File: src/uart_cfg_consts.svh
// Constants for the host serial line configuration block
// Overview of operation
// - Setup is one 16-bit value: rate, flags
// - Rate byte 00..0C selects thirteen baud rates
// - Reset value 0500: 19200, 8N1
// - Flag bit 7 enables STX/ETX wrapper
// - Flag bit 5 selects RTS/CTS, else XON/XOFF
// - Hardware mode: RTS out, CTS in on pins
// - Hardware mode blocks pin-control access to those pins
// - Full 128-byte transmit buffer drops new data
// - Flag bit 4 suppresses command echo
// - Flag bit 3 selects seven data bits
// - Flag bit 2 selects two stop bits
// - Flag bit 1 odd parity, checked on receive
// - Flag bit 0 even parity; neither: none
// - Parity never alters forwarded radio payload
`ifndef UART_CFG_CONSTS_SVH
`define UART_CFG_CONSTS_SVH

// ----------------------------------------
// Register map (byte addresses)
// ----------------------------------------
`define ADDR_LINE_CONFIG 12'h000
`define ADDR_PIN_CTRL_A 12'h004
`define ADDR_PIN_CTRL_B 12'h008
`define ADDR_STATUS 12'h00c
`define ADDR_TX_DATA 12'h010
`define ADDR_RX_DATA 12'h014

// ----------------------------------------
// Fields and reset values
// ----------------------------------------
`define CFG_RESET 16'h0500
`define CFG_WMASK 16'hffbf
`define BIT_WRAP 7
`define BIT_HWFC 5
`define BIT_NOECHO 4
`define BIT_SEVEN 3
`define BIT_TWOSTOP 2
`define BIT_ODD 1
`define BIT_EVEN 0
`define RATE_MAX 8'h0c
`define PIN_RTS 4
`define PIN_CTS 2
`define TX_DEPTH 128
`define CLK_HZ 100000000
`define CHAR_STX 8'h02
`define CHAR_ETX 8'h03
`define CHAR_XON 8'h11
`define CHAR_XOFF 8'h13

`endif

File: src/uart_cfg_pkg.sv
// Types of the host serial line configuration block
package uart_cfg_pkg;
  typedef enum logic [1:0] {
    FC_SOFT = 2'b00,
    FC_HARD = 2'b01
  } flow_t;
  typedef enum logic [2:0] {
    TX_IDLE = 3'b000,
    TX_START = 3'b001,
    TX_DATA = 3'b010,
    TX_PAR = 3'b011,
    TX_STOP = 3'b100
  } tx_state_t;
endpackage

File: src/baud_gen.sv
// Baud tick divider selected by the rate byte
`timescale 1ns/10ps
`include "uart_cfg_consts.svh"
module baud_gen (
  input wire logic clk,
  input wire logic rst,
  input wire logic [7:0] rate_sel,
  output logic tick
);
  // Slowest rate needs more than 65535 cycles per bit, hence 17 bits
  logic [16:0] count;
  logic [16:0] limit;

  // Last count of a bit period: cycles per bit, rounded down, minus one
  function automatic logic [16:0] div_of(input logic [7:0] sel);
    logic [31:0] baud;
    baud = 32'd19200;
    case (sel)
      8'h00: baud = 32'd1200;
      8'h01: baud = 32'd2400;
      8'h02: baud = 32'd4800;
      8'h03: baud = 32'd9600;
      8'h04: baud = 32'd14400;
      8'h05: baud = 32'd19200;
      8'h06: baud = 32'd28800;
      8'h07: baud = 32'd38400;
      8'h08: baud = 32'd50000;
      8'h09: baud = 32'd57600;
      8'h0a: baud = 32'd76800;
      8'h0b: baud = 32'd100000;
      8'h0c: baud = 32'd115200;
      default: baud = 32'd19200;
    endcase
    div_of = 17'((32'(`CLK_HZ) / baud) - 32'd1);
  endfunction

  assign limit = div_of(rate_sel);

  always_ff @(posedge clk or posedge rst) begin
    if (rst) begin
      count <= 17'h00000;
      tick <= 1'b0;
    end else if (count >= limit) begin
      count <= 17'h00000;
      tick <= 1'b1;
    end else begin
      count <= count + 17'h00001;
      tick <= 1'b0;
    end
  end
endmodule

File: src/host_uart_line_config.sv
// Host serial port: line setup register, APB slave, transmitter and receiver
//
// The register addresses and the APB register port were decided locally.
`timescale 1ns/10ps
`include "uart_cfg_consts.svh"
module host_uart_line_config #(
  parameter int TX_DEPTH = `TX_DEPTH
) (
  // System
  input wire logic CLK_SYS,
  input wire logic RST,
  // APB slave
  input wire logic PSEL,
  input wire logic PENABLE,
  input wire logic PWRITE,
  input wire logic [11:0] PADDR,
  input wire logic [31:0] PWDATA,
  output logic [31:0] PRDATA,
  output logic PREADY,
  output logic PSLVERR,
  // Serial line
  output logic TXD,
  input wire logic RXD,
  // General-purpose pins
  output logic [7:0] GP_OUT,
  output logic [7:0] GP_OE,
  input wire logic [7:0] GP_IN,
  // Radio payload path
  output logic [7:0] RADIO_DATA,
  output logic RADIO_VALID
);
  logic [15:0] uart_line_config;
  logic [7:0] pin_control_reg_a;
  logic [7:0] pin_control_reg_b;
  logic [7:0] txq [0:TX_DEPTH-1];
  logic [7:0] wr_ptr;
  logic [7:0] rd_ptr;
  logic [8:0] fill;
  logic tick;
  logic [3:0] sub;
  uart_cfg_pkg::tx_state_t tx_state;
  logic [7:0] tx_shift;
  logic [2:0] tx_bit;
  logic [1:0] tx_stops;
  logic tx_par;
  logic [7:0] rx_shift;
  logic [3:0] rx_bit;
  logic rx_busy;
  logic [15:0] rx_cnt;
  logic rx_par_err;
  logic [7:0] rx_data;
  logic rx_avail;
  logic drop_seen;
  logic xoff_held;
  logic [7:0] echo_byte;
  logic echo_req;
  logic wr_en;
  logic rd_en;
  logic push;
  logic pop;
  logic [7:0] flags;
  logic hw_fc;
  logic seven;
  logic par_on;
  logic par_odd;
  logic cts_ok;
  logic rx_done;
  logic [7:0] rx_char;
  logic [15:0] half_bit;

  assign flags = uart_line_config[7:0];
  assign hw_fc = flags[`BIT_HWFC];
  assign seven = flags[`BIT_SEVEN];
  assign par_on = flags[`BIT_ODD] | flags[`BIT_EVEN];
  assign par_odd = flags[`BIT_ODD];
  assign wr_en = PSEL & PENABLE & PWRITE;
  assign rd_en = PSEL & PENABLE & ~PWRITE;
  assign cts_ok = hw_fc ? ~GP_IN[`PIN_CTS] : ~xoff_held;

  // Parity over the active data bits
  function automatic logic par_of(input logic [7:0] d, input logic sev, input logic odd);
    logic p;
    p = sev ? ^d[6:0] : ^d;
    par_of = odd ? ~p : p;
  endfunction

  // ----------------------------------------
  // Baud timing
  // ----------------------------------------
  baud_gen u_baud (
    .clk(CLK_SYS),
    .rst(RST),
    .rate_sel(uart_line_config[15:8]),
    .tick(tick)
  );
  assign half_bit = 16'(32'(`CLK_HZ) / 32'd2400);

  // ----------------------------------------
  // Register writes
  // ----------------------------------------
  always_ff @(posedge CLK_SYS or posedge RST) begin
    if (RST) begin
      uart_line_config <= `CFG_RESET;
    end else if (wr_en && PADDR == `ADDR_LINE_CONFIG) begin
      // Takes effect at once; bit 6 stays zero
      uart_line_config <= PWDATA[15:0] & `CFG_WMASK;
    end
  end

  always_ff @(posedge CLK_SYS or posedge RST) begin
    if (RST) begin
      pin_control_reg_a <= 8'h00;
      pin_control_reg_b <= 8'h00;
    end else if (wr_en) begin
      if (PADDR == `ADDR_PIN_CTRL_A) begin
        pin_control_reg_a <= PWDATA[7:0];
      end
      if (PADDR == `ADDR_PIN_CTRL_B) begin
        pin_control_reg_b <= PWDATA[7:0];
      end
    end
  end

  // ----------------------------------------
  // Pin outputs
  // ----------------------------------------
  always_ff @(posedge CLK_SYS or posedge RST) begin
    if (RST) begin
      GP_OUT <= 8'h00;
      GP_OE <= 8'h00;
    end else begin
      GP_OUT <= pin_control_reg_a;
      GP_OE <= pin_control_reg_b;
      if (hw_fc) begin
        // Pin-control values are masked, not lost, so they return when mode ends
        GP_OUT[`PIN_RTS] <= (fill >= 9'(TX_DEPTH - 8)) | rx_avail;
        GP_OE[`PIN_RTS] <= 1'b1;
        GP_OUT[`PIN_CTS] <= 1'b0;
        GP_OE[`PIN_CTS] <= 1'b0;
      end
    end
  end

  // ----------------------------------------
  // Transmit queue
  // ----------------------------------------
  assign push = wr_en && PADDR == `ADDR_TX_DATA && fill < 9'(TX_DEPTH);
  assign pop = tx_state == uart_cfg_pkg::TX_IDLE && !echo_req && fill != 9'h000 && cts_ok;

  always_ff @(posedge CLK_SYS) begin
    if (push) begin
      txq[wr_ptr[6:0]] <= PWDATA[7:0];
    end
  end

  always_ff @(posedge CLK_SYS or posedge RST) begin
    if (RST) begin
      wr_ptr <= 8'h00;
      rd_ptr <= 8'h00;
      fill <= 9'h000;
      drop_seen <= 1'b0;
    end else begin
      if (push) begin
        wr_ptr <= 8'((wr_ptr + 8'h01) % 8'(TX_DEPTH));
      end
      if (pop) begin
        rd_ptr <= 8'((rd_ptr + 8'h01) % 8'(TX_DEPTH));
      end
      fill <= fill + {8'h00, push} - {8'h00, pop};
      if (wr_en && PADDR == `ADDR_TX_DATA && fill >= 9'(TX_DEPTH)) begin
        drop_seen <= 1'b1;
      end else if (rd_en && PADDR == `ADDR_STATUS) begin
        drop_seen <= 1'b0;
      end
    end
  end

  // ----------------------------------------
  // Transmitter
  // ----------------------------------------
  always_ff @(posedge CLK_SYS or posedge RST) begin
    if (RST) begin
      tx_state <= uart_cfg_pkg::TX_IDLE;
      TXD <= 1'b1;
      tx_shift <= 8'h00;
      tx_bit <= 3'h0;
      tx_stops <= 2'h0;
      tx_par <= 1'b0;
      echo_req <= 1'b0;
    end else begin
      if (rx_done && !flags[`BIT_NOECHO]) begin
        echo_req <= 1'b1;
      end
      case (tx_state)
        uart_cfg_pkg::TX_IDLE: begin
          if (echo_req) begin
            tx_shift <= echo_byte;
            echo_req <= 1'b0;
            tx_state <= uart_cfg_pkg::TX_START;
          end else if (pop) begin
            tx_shift <= txq[rd_ptr[6:0]];
            tx_state <= uart_cfg_pkg::TX_START;
          end
        end
        uart_cfg_pkg::TX_START: begin
          if (tick) begin
            TXD <= 1'b0;
            tx_bit <= 3'h0;
            tx_par <= par_of(tx_shift, seven, par_odd);
            tx_state <= uart_cfg_pkg::TX_DATA;
          end
        end
        uart_cfg_pkg::TX_DATA: begin
          if (tick) begin
            TXD <= tx_shift[tx_bit];
            tx_bit <= tx_bit + 3'h1;
            if (tx_bit == (seven ? 3'h6 : 3'h7)) begin
              tx_state <= par_on ? uart_cfg_pkg::TX_PAR : uart_cfg_pkg::TX_STOP;
              tx_stops <= flags[`BIT_TWOSTOP] ? 2'h2 : 2'h1;
            end
          end
        end
        uart_cfg_pkg::TX_PAR: begin
          if (tick) begin
            TXD <= tx_par;
            tx_state <= uart_cfg_pkg::TX_STOP;
          end
        end
        uart_cfg_pkg::TX_STOP: begin
          if (tick) begin
            TXD <= 1'b1;
            tx_stops <= tx_stops - 2'h1;
            if (tx_stops == 2'h0) begin
              tx_state <= uart_cfg_pkg::TX_IDLE;
            end
          end
        end
        default: tx_state <= uart_cfg_pkg::TX_IDLE;
      endcase
    end
  end

  // ----------------------------------------
  // Receiver, sampled on the free-running tick grid, not realigned to the start bit
  // ----------------------------------------
  always_ff @(posedge CLK_SYS or posedge RST) begin
    if (RST) begin
      rx_busy <= 1'b0;
      rx_bit <= 4'h0;
      rx_shift <= 8'h00;
      rx_cnt <= 16'h0000;
      rx_done <= 1'b0;
      rx_char <= 8'h00;
      rx_par_err <= 1'b0;
    end else begin
      rx_done <= 1'b0;
      if (!rx_busy) begin
        if (!RXD) begin
          rx_busy <= 1'b1;
          rx_bit <= 4'h0;
          rx_cnt <= 16'h0000;
        end
      end else if (tick) begin
        rx_bit <= rx_bit + 4'h1;
        if (rx_bit >= 4'h1 && rx_bit <= (seven ? 4'h7 : 4'h8)) begin
          rx_shift <= {RXD, rx_shift[7:1]};
        end else if (par_on && rx_bit == (seven ? 4'h8 : 4'h9)) begin
          rx_par_err <= RXD != par_of(seven ? {1'b0, rx_shift[7:1]} : rx_shift, seven,
            par_odd);
        end else if (rx_bit != 4'h0) begin
          rx_busy <= 1'b0;
          rx_done <= 1'b1;
          rx_char <= seven ? {1'b0, rx_shift[7:1]} : rx_shift;
        end
      end
    end
  end

  // ----------------------------------------
  // Receive data, flow control and radio path
  // ----------------------------------------
  always_ff @(posedge CLK_SYS or posedge RST) begin
    if (RST) begin
      rx_data <= 8'h00;
      rx_avail <= 1'b0;
      echo_byte <= 8'h00;
      xoff_held <= 1'b0;
      RADIO_DATA <= 8'h00;
      RADIO_VALID <= 1'b0;
    end else begin
      RADIO_VALID <= 1'b0;
      if (rx_done) begin
        echo_byte <= rx_char;
        if (!hw_fc && rx_char == `CHAR_XOFF) begin
          xoff_held <= 1'b1;
        end else if (!hw_fc && rx_char == `CHAR_XON) begin
          xoff_held <= 1'b0;
        end else if (!(flags[`BIT_WRAP] && (rx_char == `CHAR_STX || rx_char == `CHAR_ETX))) begin
          // Wrapper characters are framing only and never forwarded
          rx_data <= rx_char;
          rx_avail <= 1'b1;
          RADIO_DATA <= rx_char;
          RADIO_VALID <= 1'b1;
        end
      end else if (rd_en && PADDR == `ADDR_RX_DATA) begin
        rx_avail <= 1'b0;
      end
      if (hw_fc) begin
        xoff_held <= 1'b0;
      end
    end
  end

  // ----------------------------------------
  // APB read and answer
  // ----------------------------------------
  always_ff @(posedge CLK_SYS or posedge RST) begin
    if (RST) begin
      PRDATA <= 32'h00000000;
      PREADY <= 1'b0;
      PSLVERR <= 1'b0;
    end else begin
      PREADY <= PSEL & ~PENABLE;
      PSLVERR <= 1'b0;
      PRDATA <= 32'h00000000;
      if (PSEL && !PENABLE) begin
        case (PADDR)
          `ADDR_LINE_CONFIG: PRDATA <= {16'h0000, uart_line_config};
          `ADDR_PIN_CTRL_A: PRDATA <= {24'h000000, pin_control_reg_a};
          `ADDR_PIN_CTRL_B: PRDATA <= {24'h000000, pin_control_reg_b};
          `ADDR_STATUS: PRDATA <= {19'h00000, fill, drop_seen, rx_par_err,
            xoff_held, rx_avail};
          `ADDR_RX_DATA: PRDATA <= {24'h000000, rx_data};
          `ADDR_TX_DATA: PRDATA <= 32'h00000000;
          default: PSLVERR <= 1'b1;
        endcase
      end
    end
  end
  logic unused_half;
  assign unused_half = ^half_bit;
endmodule

File: config.mk
export PLATFORM = sky130hd
export DESIGN_NAME = host_uart_line_config
export DESIGN_NICKNAME = d
export VERILOG_FILES = /design/src/uart_cfg_pkg.sv /design/src/baud_gen.sv /design/src/host_uart_line_config.sv
export VERILOG_INCLUDE_DIRS = /design/src
export SDC_FILE = /design/constraint.sdc
export NUM_CORES = 2
export LEC_CHECK = 0
export ABC_AREA = 1
export BUFFER_PORTS_ARGS = -buffer_cell sky130_fd_sc_hd__buf_2
export CORE_ASPECT_RATIO = 0.6
export CORE_MARGIN = 2
export CORE_UTILIZATION = 24
export DETAILED_ROUTE_END_ITERATION = 10
export SLEW_MARGIN = 20
export SYNTH_ARGS = -nofsm -noshare
export SYNTH_HDL_FRONTEND = slang
export SYNTH_SLANG_ARGS = --single-unit
File: constraint.sdc
create_clock -name CLK_SYS -period 118.7 [get_ports CLK_SYS]
set_clock_uncertainty 0.2 [all_clocks]
set_input_delay 23.74 -clock CLK_SYS [delete_from_list [all_inputs] [get_ports CLK_SYS]]
set_output_delay 23.74 -clock CLK_SYS [all_outputs]
set_load 0.005 [all_outputs]
; After elaboration in Yosys (flattened, before gate mapping)
; Memories as Yosys holds them, arrays and structs flattened.
; Index checks and enable logic that the tools add are counted.
[op_classes]
bitwise_logic = 17
eq_ne = 28
magnitude_cmp = 7
n_div = 1
add_sub_neg = 9
reduce_logical = 55
n_mux = 81
[op_table]
columns = cell, n
row1 = $pmux 16 s5, 1
row2 = $mux 1, 50
row3 = $mux 3, 11
row4 = $div 27x32->32 const A, 1
row5 = $mux 32, 1
row6 = $eq 12x4->1 const B, 2
row7 = $eq 12x5->1 const B, 2
row8 = $mux 8, 3
row9 = $add 17x1->17 const B, 1
row10 = $ge 17x17->1, 1
row11 = $mux 17, 1
row12 = $sub 17x1->17 const B, 1
row13 = $eq 8x2->1 const B, 2
row14 = $eq 8x5->1 const B, 2
row15 = $logic_and 1x1->1, 16
row16 = $mux 16, 1
row17 = $mux 4, 4
row18 = $reduce_and 4->1, 4
row19 = $reduce_xor 8->1, 2
row20 = $pmux 3 s5, 1
row21 = $add 7x1->7 const B, 2
row22 = $reduce_xor 7->1, 2
row23 = $eq 12x3->1 const B, 1
row24 = $logic_not 12->1, 1
row25 = other kinds (42), 85
[totals]
ramBits = 1024
memories = 2
rom_bits = 208
ff_bits = 184
output_inout_bits = 60
[memory_table]
columns = name, depth, word_bits, rd, rd_clocked_by_memory_dff, write_ports, line_no
row1 = txq, 128, 8, 1, 0, 1, host_uart_line_config.sv:35  ; logic [7:0] txq [0:TX_DEPTH-1];
row2 = (no name shown), 16, 13, 1, 0, 0, baud_gen.sv:18  ; case (sel)

; Depth between registers and ports, before layout
[logic_depth]
word_depth = 7
depth_mapped = 485

; Hierarchy
; Synthesis repeated with hierarchy kept, for this count alone.
[unflattened]
hier_cells = 8105
hier_area_um2 = 70128.5
[by_module_without_submodules]
columns = mod, cells_per_inst, area_per_inst_um2, instances, seq_area_each_um2
row1 = host_uart_line_config, 4697, 50170.6, 1, 34506.8
row2 = baud_gen, 3408, 19957.9, 1, 450.4

; Least setup slack after synthesis
; No wires, ideal clock.
[synth_timing]
kind = reg-to-reg
from = register uart_line_config[8]
to = register u_baud.count[14]
stages_incl_launch_ff = 466
t_required_ns = 118.367
path_slack_ns = 61.775
setup_ns = 0.133
arrival_time_ns = 56.593
cell_sequence = dfstp_2 inv_1 ha_1 inv_6 nor2_2 o211ai_1 ha_1 o21ai_0 nand2_1 a21o_1 nand3_1 nor2_1 ha_1 ha_1 nand3_1 nand3_1 a21o_1 nand3_1 [430 not listed] nand2_2 clkinv_1 ha_1 inv_1 nor3_1 xor2_1 inv_1 ha_1 o21a_1 o21a_1 o2111ai_1 nand2_1 a21oi_1 o21ai_0 a21oi_1 o21ai_1 clkbuf_1 nor3_1
[synth_between]
elab_chain_len = 6
[synth_rtl]
columns = item, line_no
row1 = start: declaration, host_uart_line_config.sv:32  ; logic [15:0] uart_line_config;
row2 = start signal: assignment, host_uart_line_config.sv:103  ; uart_line_config <= `CFG_RESET;
row3 = start signal: assignment, host_uart_line_config.sv:106  ; uart_line_config <= PWDATA[15:0] & `CFG_WMASK;
row4 = $mem_v2 16x13, --
row5 = $mux 32, baud_gen.sv:18
row6 = $div 27x32->32, baud_gen.sv:34  ; div_of = 17'((32'(`CLK_HZ) / baud) - 32'd1);
row7 = $sub 17x1->17, baud_gen.sv:34
row8 = $ge 17x17->1, baud_gen.sv:43  ; end else if (count >= limit) begin
row9 = $mux 17, baud_gen.sv:43
row10 = end signal: assignment, baud_gen.sv:47  ; count <= count + 17'h00001;
row11 = end: declaration, baud_gen.sv:11  ; logic [16:0] count;
; No other way between the ends.
; A chain may end at the register's enable or synchronous reset.

; Worst setup path after layout
[layout_timing]
from = register uart_line_config[8]
to = register u_baud.count[2]
; Same word-level chain as after synthesis.

==> metrics.md <==
| Metric | Value |
|---|---|
| Status | finished, final reports clean |
| Leak | 29.2 nW |
| Antenna Nets Post-Route | 0 |
| Worst Path Max Fanout | 34 |
| Vias in the first global route | 46900 |
| CTS tree | done |
| Pwr/cell area | 15.9 nW/µm² |
| Synth cell count leaders | 1220 x nand2_1, 1024 x edfxtp_1, 953 x nor2_1 |
| Top-area cell type share of the netlist area | 45.9% |
| Syn_area_per_cell | 9.25 µm² |
| Hold Path End | GP_OE[0] |
| Number of buffers created by CTS | 110 |
| Post-synth EDFFs | 1024 |
| Dpl ws | 50300 ps |
| Layout cells sized above 1 | 7.62% |
| Count of cell types in the netlist | 77 |
| Setup_tns | 0 ps |
| CP Launch Type | flop |
| Post-route DRC | 0 |
| # IOs | 118 |
| Final setup viols | 0 |
| Gpl congestion | 0.914 |
| Worst Slack Setup Final | 48850 ps |
| GR Overflow Total | 0 |
| Post-synthesis async set-or-reset flop share | 14.1% |
| Slew Viols, Final | 0 |
| Placed insts | 10800 |
| First-pass GRT wire length | 303 mm |
| Hold depth | 0 |
| Final wirelength | 203 mm |
| Layout Nets | 7592 |
| Drt initial violations | 6976 |
| Post-route insts no fill | 11000 |
| Die Area | 284000 µm² |
| Htree depth | 3 |
| Crit path max-delay cell type | inv_1 |
| Resize count post-CTS | 0 |
| Hold path start | pin_control_reg_b[0] |
| GRT Resource Usage Total | 13.8% |
| RSZ-0062 raised after global routing | false |
| Worst-margin pin slew | 1020 ps |
| Worst-path clk slew | 70 ps |
| Crit path time final | 69850 ps |
| Synth area leaders | edfxtp_1 46%, nand2_1 6.8%, o21ai_0 6.3% |
| Max Cap Viol | 0 |
| Synth-to-Final Area Change | 12.0% |
| Core area | 278000 µm² |
| Period Utilization, post-route | 58.8% |
| Largest net degree at the start of global routing | 165 |
| CP arrival | 70230 ps |
| Die height | 413 µm |
| F_max | 0.0143 GHz |
| Worst-case reg-to-reg path depth | 428 |
| Final hold vios | 0 |
| Critical path endpoint category | flop |
| Yosys top cell by area | edfxtp_1 |
| Number of synthesized register bits | 1192 |
| Most frequent cell after synthesis | nand2_1 |
| Initial Utilization | 24.1% |
| DR pass1 iterations | 6 |
| Most frequent CP cell | nand2_1 |
| PortBufs | 78 |
| Chip width | 686 µm |
| Post-Synthesis Cell Area | 67100 µm² |
| Synth Flop Type | edfxtp_1 |
| WL/cell | 18.4 µm |
| Critical path type | reg2reg |
| VDD IR max | 0.0169 mV |
| CTS root buf | clkbuf_16 |
| Via density | 4.76 |
| Gate Count Post-Synth | 7252 |
| Critical Path RT | 119080 ps |
| Slew HR | 31.7% |
| Reg2Reg Launch Point | uart_line_config[8] |
| Clock buffer depth | 3 |
| Via count | 52600 |
| Hold Buf Count CTS | 0 |
| Slowest stage delay, CP | 750 ps |
| Setup Buffers After CTS | 0 |
| HP Class | reg2reg |
| Initial antenna violation count | 8 |
| Reg-to-reg critical path endpoint | u_baud.count[2] |
| R2r setup slk | 48850 ps |
| Row count | 150 |
| Hpwl dp | 135 mm |
| Syn. warnings | 0 |
| Clock latency on the worst-skew pair | 760 ps |
| Register area share after synthesis | 52.1% |
| Clock Sinks | 1192 |
-- worst max-delay path, delay by kind of cell, from the launching register on --
family          cells  cell delay, ps
simple gates      235           28280
buf+inv            48            8740
xor+xnor            1              80
flops               1             550
fa+ha+maj          32           10430
compound gates    112           21130
-- how the worst max path moves through the flow --
stage | depth (start not counted) | slack, ps | start | endpoint
4_1_cts | 426 | 50100 | uart_line_config[8] | u_baud.count[3]
6_report | 428 | 48850 | uart_line_config[8] | u_baud.count[2]
3_5_place_dp | 426 | 50300 | uart_line_config[8] | u_baud.count[6]
5_1_grt | 429 | 41470 | uart_line_config[8] | u_baud.count[2]
3_3_place_gp | 425 | 50950 | uart_line_config[8] | u_baud.count[6]
2_1_floorplan | 465 | 61770 | uart_line_config[8] | u_baud.count[14]
-- cell families after synthesis --
logic type	synth area share (%)
compound gates	14.0
mux	0.0336
fa+ha+maj	6.04
buf+inv	5.57
xor+xnor	3.28
simple gates	19.0
flops	52.1
other cells	0.00559
-- metrics by stage --
step | utilization, % | hold WS (ps) | power (mW) | cell area, µm²
after global placement | 25.7 | 193 | 0.823 | 71400
after global routing | 27.0 | 234 | 1.24 | 75100
final | 27.0 | 212 | 1.19 | 75100
after floorplan | - | 174 | 0.692 | 67100
after CTS | 27.0 | 214 | 1.19 | 75100
after detailed placement | 25.7 | 195 | 0.825 | 71400
-- power breakdown --
| part | switching (mW) | leakage (nW) | total, mW | internal (mW) |
|---|---|---|---|---|
| clock network | 0.166 | 1.80 | 0.368 | 0.202 |
| registers | 0.00956 | 11.4 | 0.470 | 0.460 |
| logic | 0.262 | 16.1 | 0.354 | 0.0919 |
-- cells in the final DEF (no fill, tap or decap), drive strengths merged, types with 16 or more instances in the layout --
master,count
a21oi,285
a31oi,28
buf,141
clkbuf,140
clkinv,55
conb,20
dfrtp,165
edfxtp,1024
ha,314
inv,614
nand2,1288
nand3,387
nand3b,16
nand4,113
nor2,1002
nor3,54
o211ai,40
o21ai,892
o21bai,43
o221ai,107
o22ai,167
or2,28
xnor2,98
xor2,153
-- layer usage --
| layer | up-vias | track usage (%) | wire (µm) |
|---|---|---|---|
| met5 | - | 0 | 0 |
| met4 | 0 | 3.55 | 5120 |
| met3 | 191 | 2.49 | 18800 |
| met2 | 2118 | 18.3 | 77900 |
| met1 | 25000 | 22.2 | 101000 |
| li1 | 25300 | - | - |
-- flip-flops by register name, indices dropped and copies added, names as in the netlist, 9 cells and up --
name / flops
txq: 1024
PRDATA: 16
u_baud.count: 17
uart_line_config: 15
fill: 9
-- area by class of cell --
| type | count | area (µm²) |
|---|---|---|
| flip-flops and latches | 1192 | 35000 |
| diodes | 7 | 17.5 |
| clock buffers | 140 | 2950 |
| repair buffers | 141 | 921 |
| multi-input cells | 5152 | 28500 |
| well taps | 3724 | 4660 |
| fillers | 29400 | 203000 |
| inverters | 617 | 2340 |
| clock inverters | 66 | 754 |
Note: power is estimated with default switching activity, not from simulation.
